==> src/pdb_pkg.sv <==
// Overview of operation
// Edge PWM: load value at modulo-1 to modulo
// Center PWM: load value at modulo-1 to modulo
// Free-running counter loads at FFFE to FFFF
// Center PWM: value equal modulo gives 100%
// Center PWM: value modulo-1 gives near 100%
// Zero to nonzero waits for new period
// Nonzero to zero finishes current period first
// Debug-halt status write clears modulo half-write
// Center counts up then down; match sets output
// Modulo 0000 or FFFF means free-running counter
// Per-channel buffer and both-bytes flag, cleared on load
package pdb_pkg;

    // Channel count and APB address width
    localparam int          NUM_CH        = 2;
    localparam int          ADDR_W        = 8;

    // Register byte addresses
    localparam logic [7:0]  ADDR_SC       = 8'h00;
    localparam logic [7:0]  ADDR_MOD_HI   = 8'h04;
    localparam logic [7:0]  ADDR_MOD_LO   = 8'h08;
    localparam logic [7:0]  ADDR_COUNT    = 8'h0c;
    localparam logic [7:0]  ADDR_CH_BASE  = 8'h10;
    localparam logic [7:0]  ADDR_CH_SPAN  = 8'h10;
    localparam logic [7:0]  OFS_CH_HI     = 8'h00;
    localparam logic [7:0]  OFS_CH_LO     = 8'h04;
    localparam logic [7:0]  OFS_CH_CTRL   = 8'h08;

    // Status and control field positions
    localparam int          SC_CLKS_LSB   = 0;
    localparam int          SC_CENTER     = 2;
    localparam int          SC_HALT       = 3;
    localparam int          SC_DOWN       = 4;

    // Channel control field positions
    localparam int          CC_ENABLE     = 0;
    localparam int          CC_INVERT     = 1;
    localparam int          CC_PENDING    = 2;

    // Counter constants and reset values
    localparam logic [15:0] CNT_ZERO      = 16'h0000;
    localparam logic [15:0] CNT_FULL      = 16'hffff;
    localparam logic [15:0] CNT_ONE       = 16'h0001;
    localparam logic [15:0] MOD_RESET     = 16'h0000;
    localparam logic [1:0]  CLKS_OFF      = 2'h0;

    // Counting direction, one-hot
    typedef enum logic [1:0] {
        PDB_UP   = 2'b01,
        PDB_DOWN = 2'b10
    } pdb_dir_t;

    // Shared timebase seen by every channel
    typedef struct packed {
        logic [15:0] count;   // Current counter value
        logic [15:0] top;     // Effective upper limit
        logic        center;  // Center-aligned mode
        logic        run;     // Counter is stepping
        logic        xfer;    // Counter steps top-1 to top
    } pdb_time_t;

    // Per-channel software configuration
    typedef struct packed {
        logic enable;  // Channel drives PWM
        logic invert;  // Output polarity
    } pdb_ch_cfg_t;

endpackage

==> src/pdb_channel.sv <==
`timescale 1ns/10ps
// One PWM channel: two-byte buffer, active value and output
module pdb_channel
(
    input  wire logic              pclk,
    input  wire logic              presetn,
    input  wire logic              wr_hi,     // High byte write
    input  wire logic              wr_lo,     // Low byte write
    input  wire logic [7:0]        wbyte,     // Byte being written
    input  wire logic              coh_clear, // Drop half-written value
    input  wire pdb_pkg::pdb_time_t tb,       // Shared timebase
    input  wire pdb_pkg::pdb_ch_cfg_t cfg,    // Channel config
    output logic [15:0]            value,     // Active value
    output logic                   pending,   // Both bytes waiting
    output logic                   pwm_out    // Registered output
);

    // Whole channel state
    typedef struct packed {
        logic [7:0]  buf_hi;   // Buffered high byte
        logic [7:0]  buf_lo;   // Buffered low byte
        logic        hi_seen;  // High byte arrived
        logic        lo_seen;  // Low byte arrived
        logic [15:0] active;   // Value in use
        logic        out;      // Output level
    } pdb_ch_state_t;

    pdb_ch_state_t st_reg;   // Registered state
    pdb_ch_state_t st_next;  // Next state
    logic          level;    // Raw active level

    // Buffer, transfer and compare
    always_comb
    begin
        st_next = st_reg;
        // Capture written bytes
        if (wr_hi)
        begin
            st_next.buf_hi  = wbyte;
            st_next.hi_seen = 1'b1;
        end
        if (wr_lo)
        begin
            st_next.buf_lo  = wbyte;
            st_next.lo_seen = 1'b1;
        end
        if (coh_clear)
        begin
            st_next.hi_seen = 1'b0;
            st_next.lo_seen = 1'b0;
        end
        // Stopped timer: load as soon as both bytes are in
        if (!tb.run && st_next.hi_seen && st_next.lo_seen)
        begin
            st_next.active  = {st_next.buf_hi, st_next.buf_lo};
            st_next.hi_seen = 1'b0;
            st_next.lo_seen = 1'b0;
        end
        // Running: load only on the step to top
        else if (tb.xfer && st_reg.hi_seen && st_reg.lo_seen)
        begin
            // Old value kept up to here, whole period uses one value
            st_next.active  = {st_reg.buf_hi, st_reg.buf_lo};
            st_next.hi_seen = wr_hi;
            st_next.lo_seen = wr_lo;
        end
        // Active while below the value; center mode sets on down match,
        // clears on up match, and full when value reaches top
        if (tb.center)
        begin
            level = (tb.count < st_reg.active)
                  || (st_reg.active == tb.top);
        end
        else
        begin
            level = (tb.count < st_reg.active);
        end
        st_next.out = cfg.enable & (level ^ cfg.invert);
    end

    // State register
    always_ff @(posedge pclk or negedge presetn)
    begin
        if (!presetn)
        begin
            st_reg <= '0;
        end
        else
        begin
            st_reg <= st_next;
        end
    end

    // Outputs from state
    assign value   = st_reg.active;
    assign pending = st_reg.hi_seen & st_reg.lo_seen;
    assign pwm_out = st_reg.out;

endmodule // pdb_channel

==> src/pdb_top.sv <==
// The register offsets and the APB slave port were chosen for this implementation.
`timescale 1ns/10ps
// Timer/PWM duty buffer block with APB register access
module pdb_top
(
    input  wire logic                        pclk,
    input  wire logic                        presetn,
    input  wire logic                        psel,
    input  wire logic                        penable,
    input  wire logic                        pwrite,
    input  wire logic [pdb_pkg::ADDR_W-1:0]  paddr,
    input  wire logic [31:0]                 pwdata,
    output logic [31:0]                      prdata,
    output logic                             pready,
    output logic                             pslverr,
    input  wire logic                        debug_halt_mode,
    output logic [pdb_pkg::NUM_CH-1:0]       pwm_out
);

    // Whole top-level state
    typedef struct packed {
        logic [15:0]       count;      // Timer counter
        pdb_pkg::pdb_dir_t dir;        // Count direction
        logic [15:0]       modulo;     // Active modulo value
        logic [7:0]        mod_hi;     // Modulo high byte buffer
        logic [7:0]        mod_lo;     // Modulo low byte buffer
        logic              mod_hi_seen;// Modulo high byte arrived
        logic              mod_lo_seen;// Modulo low byte arrived
        logic [1:0]        clks;       // Clock source select
        logic              center;     // Center-aligned mode
        logic [pdb_pkg::NUM_CH-1:0] ch_en;  // Channel enables
        logic [pdb_pkg::NUM_CH-1:0] ch_inv; // Channel polarity
        logic              halt_meta;  // Halt synchroniser stage 1
        logic              halt_sync;  // Halt synchroniser stage 2
        logic [31:0]       rdata;      // Read data register
    } pdb_top_state_t;

    pdb_top_state_t       st_reg;    // Registered state
    pdb_top_state_t       st_next;   // Next state
    pdb_pkg::pdb_time_t   tb;        // Timebase to channels
    logic                 wr_en;     // Write in access phase
    logic                 rd_setup;  // Read in setup phase
    logic                 mapped;    // Address decodes

    logic [pdb_pkg::NUM_CH-1:0] ch_wr_hi;   // Channel high byte strobes
    logic [pdb_pkg::NUM_CH-1:0] ch_wr_lo;   // Channel low byte strobes
    logic [pdb_pkg::NUM_CH-1:0] ch_pend;    // Channel pending flags
    logic [15:0]                ch_val [pdb_pkg::NUM_CH]; // Channel values
    logic                       coh_clear;  // Status write clears buffers

    // Effective top: 0000 and FFFF run free
    function automatic logic [15:0] top_of(input logic [15:0] m);
        if ((m == pdb_pkg::CNT_ZERO) || (m == pdb_pkg::CNT_FULL))
        begin
            return pdb_pkg::CNT_FULL;
        end
        return m;
    endfunction

    // Address of a channel register
    function automatic logic [7:0] ch_addr(input int ch, input logic [7:0] ofs);
        return 8'(pdb_pkg::ADDR_CH_BASE + 8'(ch) * pdb_pkg::ADDR_CH_SPAN + ofs);
    endfunction

    // Bus strobes
    assign wr_en    = psel & penable & pwrite;
    assign rd_setup = psel & ~penable & ~pwrite;
    assign coh_clear = wr_en && (paddr == pdb_pkg::ADDR_SC);

    // Address decode
    always_comb
    begin
        mapped = (paddr == pdb_pkg::ADDR_SC) || (paddr == pdb_pkg::ADDR_MOD_HI)
              || (paddr == pdb_pkg::ADDR_MOD_LO) || (paddr == pdb_pkg::ADDR_COUNT);
        for (int i = 0; i < pdb_pkg::NUM_CH; i++)
        begin
            if ((paddr == ch_addr(i, pdb_pkg::OFS_CH_HI))
                || (paddr == ch_addr(i, pdb_pkg::OFS_CH_LO))
                || (paddr == ch_addr(i, pdb_pkg::OFS_CH_CTRL)))
            begin
                mapped = 1'b1;
            end
        end
    end

    // Channel write strobes
    always_comb
    begin
        for (int i = 0; i < pdb_pkg::NUM_CH; i++)
        begin
            ch_wr_hi[i] = wr_en && (paddr == ch_addr(i, pdb_pkg::OFS_CH_HI));
            ch_wr_lo[i] = wr_en && (paddr == ch_addr(i, pdb_pkg::OFS_CH_LO));
        end
    end

    // Timebase seen by channels
    always_comb
    begin
        tb.count  = st_reg.count;
        tb.top    = top_of(st_reg.modulo);
        tb.center = st_reg.center;
        tb.run    = (st_reg.clks != pdb_pkg::CLKS_OFF) && !st_reg.halt_sync;
        // Step from top-1 to top while counting up
        tb.xfer   = tb.run && (st_reg.dir == pdb_pkg::PDB_UP)
                 && (st_reg.count == 16'(tb.top - pdb_pkg::CNT_ONE));
    end

    // Next-state logic: counter, modulo buffer, registers
    always_comb
    begin
        st_next = st_reg;
        // Debug halt input synchroniser
        st_next.halt_meta = debug_halt_mode;
        st_next.halt_sync = st_reg.halt_meta;

        // Counter stepping
        if (tb.run)
        begin
            if (!st_reg.center)
            begin
                // Edge mode: up to top then wrap
                st_next.dir = pdb_pkg::PDB_UP;
                if (st_reg.count >= tb.top)
                begin
                    st_next.count = pdb_pkg::CNT_ZERO;
                end
                else
                begin
                    st_next.count = 16'(st_reg.count + pdb_pkg::CNT_ONE);
                end
            end
            else if (st_reg.dir == pdb_pkg::PDB_UP)
            begin
                // Center mode up leg, turn at top
                if (st_reg.count >= tb.top)
                begin
                    st_next.dir   = pdb_pkg::PDB_DOWN;
                    st_next.count = 16'(st_reg.count - pdb_pkg::CNT_ONE);
                end
                else
                begin
                    st_next.count = 16'(st_reg.count + pdb_pkg::CNT_ONE);
                end
            end
            else
            begin
                // Center mode down leg, turn at zero
                if (st_reg.count == pdb_pkg::CNT_ZERO)
                begin
                    st_next.dir   = pdb_pkg::PDB_UP;
                    st_next.count = pdb_pkg::CNT_ONE;
                end
                else
                begin
                    st_next.count = 16'(st_reg.count - pdb_pkg::CNT_ONE);
                end
            end
        end

        // Register writes at the access edge
        if (wr_en)
        begin
            case (paddr)
                pdb_pkg::ADDR_SC:
                begin
                    st_next.clks   = pwdata[pdb_pkg::SC_CLKS_LSB +: 2];
                    st_next.center = pwdata[pdb_pkg::SC_CENTER];
                    // Halted: drop a half-written modulo
                    if (st_reg.halt_sync)
                    begin
                        st_next.mod_hi_seen = 1'b0;
                        st_next.mod_lo_seen = 1'b0;
                    end
                end
                pdb_pkg::ADDR_MOD_HI:
                begin
                    st_next.mod_hi      = pwdata[7:0];
                    st_next.mod_hi_seen = 1'b1;
                end
                pdb_pkg::ADDR_MOD_LO:
                begin
                    st_next.mod_lo      = pwdata[7:0];
                    st_next.mod_lo_seen = 1'b1;
                end
                pdb_pkg::ADDR_COUNT:
                begin
                    // Any counter write restarts counting
                    st_next.count = pdb_pkg::CNT_ZERO;
                    st_next.dir   = pdb_pkg::PDB_UP;
                end
                default:
                begin
                    // Channel control registers
                    for (int i = 0; i < pdb_pkg::NUM_CH; i++)
                    begin
                        if (paddr == ch_addr(i, pdb_pkg::OFS_CH_CTRL))
                        begin
                            st_next.ch_en[i]  = pwdata[pdb_pkg::CC_ENABLE];
                            st_next.ch_inv[i] = pwdata[pdb_pkg::CC_INVERT];
                        end
                    end
                end
            endcase
        end

        // Modulo takes effect once both bytes are in
        if (st_next.mod_hi_seen && st_next.mod_lo_seen)
        begin
            st_next.modulo      = {st_next.mod_hi, st_next.mod_lo};
            st_next.mod_hi_seen = 1'b0;
            st_next.mod_lo_seen = 1'b0;
        end

        // Read data captured in the setup cycle
        if (rd_setup)
        begin
            st_next.rdata = '0;
            case (paddr)
                pdb_pkg::ADDR_SC:
                begin
                    st_next.rdata[pdb_pkg::SC_CLKS_LSB +: 2] = st_reg.clks;
                    st_next.rdata[pdb_pkg::SC_CENTER]        = st_reg.center;
                    st_next.rdata[pdb_pkg::SC_HALT]          = st_reg.halt_sync;
                    st_next.rdata[pdb_pkg::SC_DOWN]
                        = (st_reg.dir == pdb_pkg::PDB_DOWN);
                end
                pdb_pkg::ADDR_MOD_HI:
                begin
                    st_next.rdata[7:0] = st_reg.modulo[15:8];
                end
                pdb_pkg::ADDR_MOD_LO:
                begin
                    st_next.rdata[7:0] = st_reg.modulo[7:0];
                end
                pdb_pkg::ADDR_COUNT:
                begin
                    st_next.rdata[15:0] = st_reg.count;
                end
                default:
                begin
                    for (int i = 0; i < pdb_pkg::NUM_CH; i++)
                    begin
                        if (paddr == ch_addr(i, pdb_pkg::OFS_CH_HI))
                        begin
                            st_next.rdata[7:0] = ch_val[i][15:8];
                        end
                        if (paddr == ch_addr(i, pdb_pkg::OFS_CH_LO))
                        begin
                            st_next.rdata[7:0] = ch_val[i][7:0];
                        end
                        if (paddr == ch_addr(i, pdb_pkg::OFS_CH_CTRL))
                        begin
                            st_next.rdata[pdb_pkg::CC_ENABLE]  = st_reg.ch_en[i];
                            st_next.rdata[pdb_pkg::CC_INVERT]  = st_reg.ch_inv[i];
                            st_next.rdata[pdb_pkg::CC_PENDING] = ch_pend[i];
                        end
                    end
                end
            endcase
        end
    end

    // State register
    always_ff @(posedge pclk or negedge presetn)
    begin
        if (!presetn)
        begin
            st_reg        <= '0;
            st_reg.dir    <= pdb_pkg::PDB_UP;
            st_reg.modulo <= pdb_pkg::MOD_RESET;
        end
        else
        begin
            st_reg <= st_next;
        end
    end

    // Channel instances
    for (genvar g = 0; g < pdb_pkg::NUM_CH; g++)
    begin : g_ch
        pdb_pkg::pdb_ch_cfg_t cfg;  // Channel configuration
        assign cfg.enable = st_reg.ch_en[g];
        assign cfg.invert = st_reg.ch_inv[g];
        pdb_channel u_ch
        (
            .pclk      (pclk),
            .presetn   (presetn),
            .wr_hi     (ch_wr_hi[g]),
            .wr_lo     (ch_wr_lo[g]),
            .wbyte     (pwdata[7:0]),
            .coh_clear (coh_clear),
            .tb        (tb),
            .cfg       (cfg),
            .value     (ch_val[g]),
            .pending   (ch_pend[g]),
            .pwm_out   (pwm_out[g])
        );
    end

    // Bus answers: zero wait, error on unmapped access
    assign prdata  = st_reg.rdata;
    assign pready  = 1'b1;
    assign pslverr = psel & penable & ~mapped;

endmodule // pdb_top

==> config.mk <==
export PLATFORM = sky130hd
export DESIGN_NAME = pdb_top
export DESIGN_NICKNAME = d
export VERILOG_FILES = /design/src/pdb_pkg.sv /design/src/pdb_channel.sv /design/src/pdb_top.sv
export SDC_FILE = /design/constraint.sdc
export NUM_CORES = 1
export LEC_CHECK = 0
export BUFFER_PORTS_ARGS = -buffer_cell sky130_fd_sc_hd__clkbuf_2
export CORE_MARGIN = 5
export CORE_UTILIZATION = 55
export CTS_BUF_LIST = sky130_fd_sc_hd__clkbuf_4 sky130_fd_sc_hd__clkbuf_8
export CTS_CLUSTER_DIAMETER = 120
export CTS_CLUSTER_SIZE = 14
export DETAILED_ROUTE_END_ITERATION = 16
export GPL_ROUTABILITY_DRIVEN = 0
export GPL_TIMING_DRIVEN = 0
export PLACE_DENSITY = 0.75
export SKIP_CTS_REPAIR_TIMING = 1
export SLEW_MARGIN = 20
export SYNTH_ARGS = -nofsm -noshare
export SYNTH_HDL_FRONTEND = slang
export SYNTH_SLANG_ARGS = --single-unit
==> constraint.sdc <==
create_clock -name pclk -period 5.85 [get_ports pclk]
set_clock_uncertainty 0.1 [all_clocks]
set_input_delay 0.585 -clock pclk [delete_from_list [all_inputs] [get_ports pclk]]
set_output_delay 0.585 -clock pclk [all_outputs]
set_load 0.01 [all_outputs]
# Yosys cells after proc, flatten, opt, wreduce, memory -nomap -nowiden
# Cells that the tools add are included.
dict set report totals {
  ff_bits 147
  latch_bits 0
  ram_bits 0
  mem_bits_ro 0
  output_inout_bits 36
  elab_cells 156
  n_memories 0
}
dict set report op_classes {
  addsub 3
  n_mul 0
  div_mod_pow 0
  order_cmp 3
  eq_ne 15
  shifts 0
  muxes 53
  bitwise 15
  n_reduce_logical 39
}
# op count
set op_table {}
lappend op_table {{$mux W18} 9}
lappend op_table {{$mux W8} 11}
lappend op_table {{$mux W16} 5}
lappend op_table {{$eq A16 B16 Y1} 3}
lappend op_table {{$logic_not A16 Y1} 2}
lappend op_table {{$lt A16 B16 Y1} 2}
lappend op_table {{$sub A16 B1 Y16 const B} 2}
lappend op_table {{$mux W25} 1}
lappend op_table {{$eq A8 B5 Y1 const B} 3}
lappend op_table {{$eq A8 B6 Y1 const B} 3}
lappend op_table {{$pmux W5 S4} 1}
lappend op_table {{$logic_and A1 B1 Y1} 17}
lappend op_table {{$add A16 B1 Y16 const B} 1}
lappend op_table {{$eq A16 B16 Y1 const B} 1}
lappend op_table {{$eq A8 B4 Y1 const B} 2}
lappend op_table {{$ge A16 B16 Y1} 1}
lappend op_table {{$mux W1} 13}
lappend op_table {{$mux W2} 6}
lappend op_table {{$pmux W3 S4} 1}
lappend op_table {{$logic_or A1 B1 Y1} 10}
lappend op_table {{$and A1 B1 Y1} 9}
lappend op_table {{$mux W3} 3}
lappend op_table {{$eq A8 B3 Y1 const B} 1}
lappend op_table {{$logic_not A8 Y1} 1}
lappend op_table {{11 further kinds} 20}

# Longest topological paths before layout
dict set report logic_depth {
  depth_word 11
  ltp_mapped 18
}

# By module
# From an unflattened synthesis, not the netlist that was laid out.
dict set report hier_totals {
  hier_cells 1139
  area_unflattened_um2 10425.0
}
# mod n_inst cells_each area_each_um2 seq_area_each_um2
set modules_own_cells {}
lappend modules_own_cells {pdb_top 1 723 6093.3 1928.1}
lappend modules_own_cells {pdb_channel 2 208 2165.8 875.8}

# Worst setup path before layout
# No wires, ideal clock.
dict set report synth_path {
  kind {register -> register}
  from {register st_reg[60] (netlist bit)}
  to {register st_reg[90] (netlist bit)}
  setup_ps 65
  t_arrival_ps 4347
  t_required_ps 5685
  path_slack_ps 1338
  stages_incl_launch_ff 18
  path_buffers 4
  period_less_slack_ps 4512
  path_cell_list {dfrtp_1 -> buf_6 -> or4_4 -> buf_6 -> or4_1 -> buf_2 -> o21ai_0 -> clkbuf_1 -> nor2_1 -> ha_1 -> nand4_1 -> nor2_1 -> o2111ai_1 -> o2111ai_1 -> nor3_1 -> or4_1 -> a2111oi_0 -> a31o_2}
}
# element line
set synth_rtl {}
lappend synth_rtl {{from (decl)} pdb_top.sv:38} ;# pdb_top_state_t st_reg;
lappend synth_rtl {{from (signal assigned)} pdb_top.sv:274} ;# st_reg <= st_next;

==> results.md <==
* completed — outcome
* in -> reg — min-delay worst type
* 700 ps — largest stage delay on the critical path
* 470 ps — insertion delay to the later sink of the worst-skew pair
* 0 — number of hold violations in the final report
* 0.000139 V — Worst IR Drop VDD
* 10 — largest fanout of any net on the critical path
* 147 — clock tree sinks
* 78 — synth unique cells
* 94 — largest net degree at the start of global routing
* clkbuf_8 — CTS Root Cell
* clkbuf_1 > or4_1 > or4_1 > buf_2 > o21ai_0 > clkbuf_1 > nor2_1 > ha_1 > nand4_1 > nor2_1 > o2111ai_1 > o2111ai_1 > nor3_1 > or4_1 > a2111oi_0 > a31o_2 — ordered cell list for the critical path
* 217 mW/mm² — power density over the cells
* 0 — number of pins exceeding their max-slew limit in the final report
* 0.0217 mm² — area of the die
* 147 — FF+latch count, synth
* 0 — ANT cells
* 50 — standard-cell row count
* 2 — Max Root-Sink Buffers
* dfrtp_1 (35%), mux2_2 (6.0%), ha_1 (5.8%), nand2_1 (5.4%), clkbuf_1 (2.8%) — cell types with the largest area share after synthesis
* 1193 — cell count after synthesis
* 0 — final global-route overflow total
* 25.3 mm — Post-DP HPWL
* nand2_1 — most used standard cell by instance count after synthesis
* flop — critical path launch point type
* 1696 — filler cell count in the final layout
* 964 ps — transition at the pin with the smallest max-transition slack
* 0 — Setup violations, final
* 8.68 µm² — synthesized area per cell
* 260 ps — setup slack on the worst flop-to-flop path
* 95.5% — period utilisation layout
* 147 µm — Die X
* st_reg[90] — R2R Path End
* false — setup repair after global routing missed its margin
* 0.179 GHz — Fmax
* 0.0104 mm² — Post-Synthesis Cell Area
* 4 — number of H-tree branching levels
* st_reg[90] — endpoint of the worst setup timing path
* 0 — antenna violations before repair
* 35 — number of buffers inserted by port buffering
* 0 — count of flip-flops with a built-in enable after synthesis
* 0 — count of warnings emitted by yosys
* st_reg[67] — worst setup path startpoint
* 54.8 mm — wire length of the first global-routing pass
* debug_halt_mode — source of the worst hold timing path
* 17 — TritonCTS Buffers
* dfrtp_1 — leading register cell type out of synthesis
* 9757 — vias in the first global route
* 0 — max-cap violations
* or4_1 — Crit-path slowest cell
* 0.0186 mm² — area of the core
* 35.2% — slew margin rel.
* 9.70% — Area Growth Syn to Fin
* 0 ps — Total Negative Setup Slacks
* dfrtp_1 — post-synth top area cell
* 100% — ys async rst share
* 1313 — iteration-0 DRC count of the detailed router
* 56 — Largest register FFs
* flop — capturing element type of the critical path
* 80 ps — Clock Pin Slew Worst Setup and Hold Paths
* 16 — cells on worst reg2reg path
* 6 — number of search-and-repair iterations in the first detailed-routing pass
* st_reg[67] — r2r startpoint
* done — TritonCTS clock tree
* 6.77 — post-DR vias/cell
* 23.1 µm — Wirelength per Cell
* 10200 — number of vias after detailed routing
* 35.5% — sequential fraction of the synthesis area
* 4.99 nW — leakage power of the design
* 15.0% — layout cell share with drive strength beyond 1
* or4_1 — cell repeated most along the worst path
* 1358 — number of nets in the layout
* 55.6% — initial standard-cell utilization of the core
* nand2_1 (148), dfrtp_1 (146), clkbuf_1 (77) — synth cell count leaders
* 32.4% — Total Routing Usage GR
* 5590 ps — minimum period implied by the final worst setup slack
* 82 — # IOs
* 5900 ps — Arr. time, crit path
* 147 µm — die extent in y
* 0 — Antenna Nets Post-Route
* 0 — post-detailed-route DRC marker count
* 6160 ps — Required @ worst endpoint
* 115 ps — Hold Worst Slack
* reg -> reg — startpoint-to-endpoint class of the critical path
* 35.3% — post-synth top area share
* 34.9 mm — wire length after detailed routing
## layout by cell type, fill, tap and decap left out, types with 14 or more instances in the layout
| cell type | instances |
|---|---|
| mux2_2 | 55 |
| xnor2_1 | 23 |
| buf_4 | 35 |
| nor3_1 | 24 |
| clkbuf_2 | 35 |
| dfrtp_1 | 146 |
| conb_1 | 17 |
| a2bb2oi_1 | 16 |
| or4_1 | 15 |
| inv_1 | 36 |
| clkbuf_1 | 77 |
| nor2_1 | 74 |
| clkbuf_8 | 21 |
| a21oi_1 | 57 |
| nand3_1 | 41 |
| o21ai_0 | 50 |
| nand2_1 | 148 |
| nor4_1 | 14 |
| a21o_1 | 14 |
| or3_1 | 41 |
| xor2_1 | 16 |
| ha_1 | 48 |
| a31oi_1 | 18 |
| nand4_1 | 21 |
## through the flow
| stage | instances | instance area, µm² | worst slack [ps] | util [%] | total power [mW] |
|---|---|---|---|---|---|
| 2_1_floorplan | 1208 | 10400 | 1340 | - | 1.42 |
| 3_3_place_gp | 1477 | 10900 | 572 | 58.4 | 1.58 |
| 3_5_place_dp | 1478 | 10900 | 524 | 58.6 | 1.59 |
| 4_1_cts | 1509 | 11400 | 471 | 60.9 | 2.46 |
| 5_1_grt | 1510 | 11400 | 101 | 61.0 | 2.57 |
| 6_report | 1510 | 11400 | 263 | 61.0 | 2.47 |
## per-layer routing
metal / wire, µm / track usage (%)
met1: 13400 / 42.9
met2: 15000 / 48.2
met3: 4070 / 7.34
met4: 2500 / 20.5
met5: 0 / 0
## cells by family after synthesis
family	count (synthesis)	synth area share, %
flip-flops	147	35.5
buffers and inverters	161	7.35
AO/OA/AOI/OAI	298	20.7
adder cells (fa/ha/maj)	48	5.80
multiplexers	56	6.07
AND/OR/NAND/NOR	442	21.2
XOR/XNOR	39	3.30
other	2	0.0725
## layout make-up
class	instances	area, µm²	share of cell area, %
Tap cell	234	293	2.58
Multi-Input combinational cell	900	5980	52.6
Inverter	37	139	1.22
Buffer	124	623	5.48
Clock inverter	10	146	1.29
Timing Repair Buffer	37	221	1.95
Clock buffer	21	283	2.49
Sequential cell	147	3680	32.4
## how the worst min path moves through the flow
| stage | end | slack [ps] | depth (start not counted) |
|---|---|---|---|
| 2_1_floorplan | g_ch[0].cfg[0] | 190 | 0 |
| 3_3_place_gp | st_reg[32] | 230 | 0 |
| 3_5_place_dp | st_reg[32] | 240 | 0 |
| 4_1_cts | st_reg[44] | -30 | 1 |
| 5_1_grt | st_next[32] | 90 | 1 |
| 6_report | st_next[32] | 110 | 1 |
## report_power, final
part	switching, mW	total, mW	internal (mW)
registers	0.0570	1.11	1.05
logic	0.300	0.481	0.181
clock network	0.419	0.882	0.463
total	0.776	2.47	1.69
## critical path, delay by kind of cell, from the launching register on
| kind | cells | cell delay, ps |
|---|---|---|
| fa+ha+maj | 1 | 330 |
| flops | 1 | 360 |
| buf+inv | 3 | 1060 |
| compound gates | 5 | 1470 |
| simple gates | 7 | 2220 |
Power figures use the tool's default switching activity.
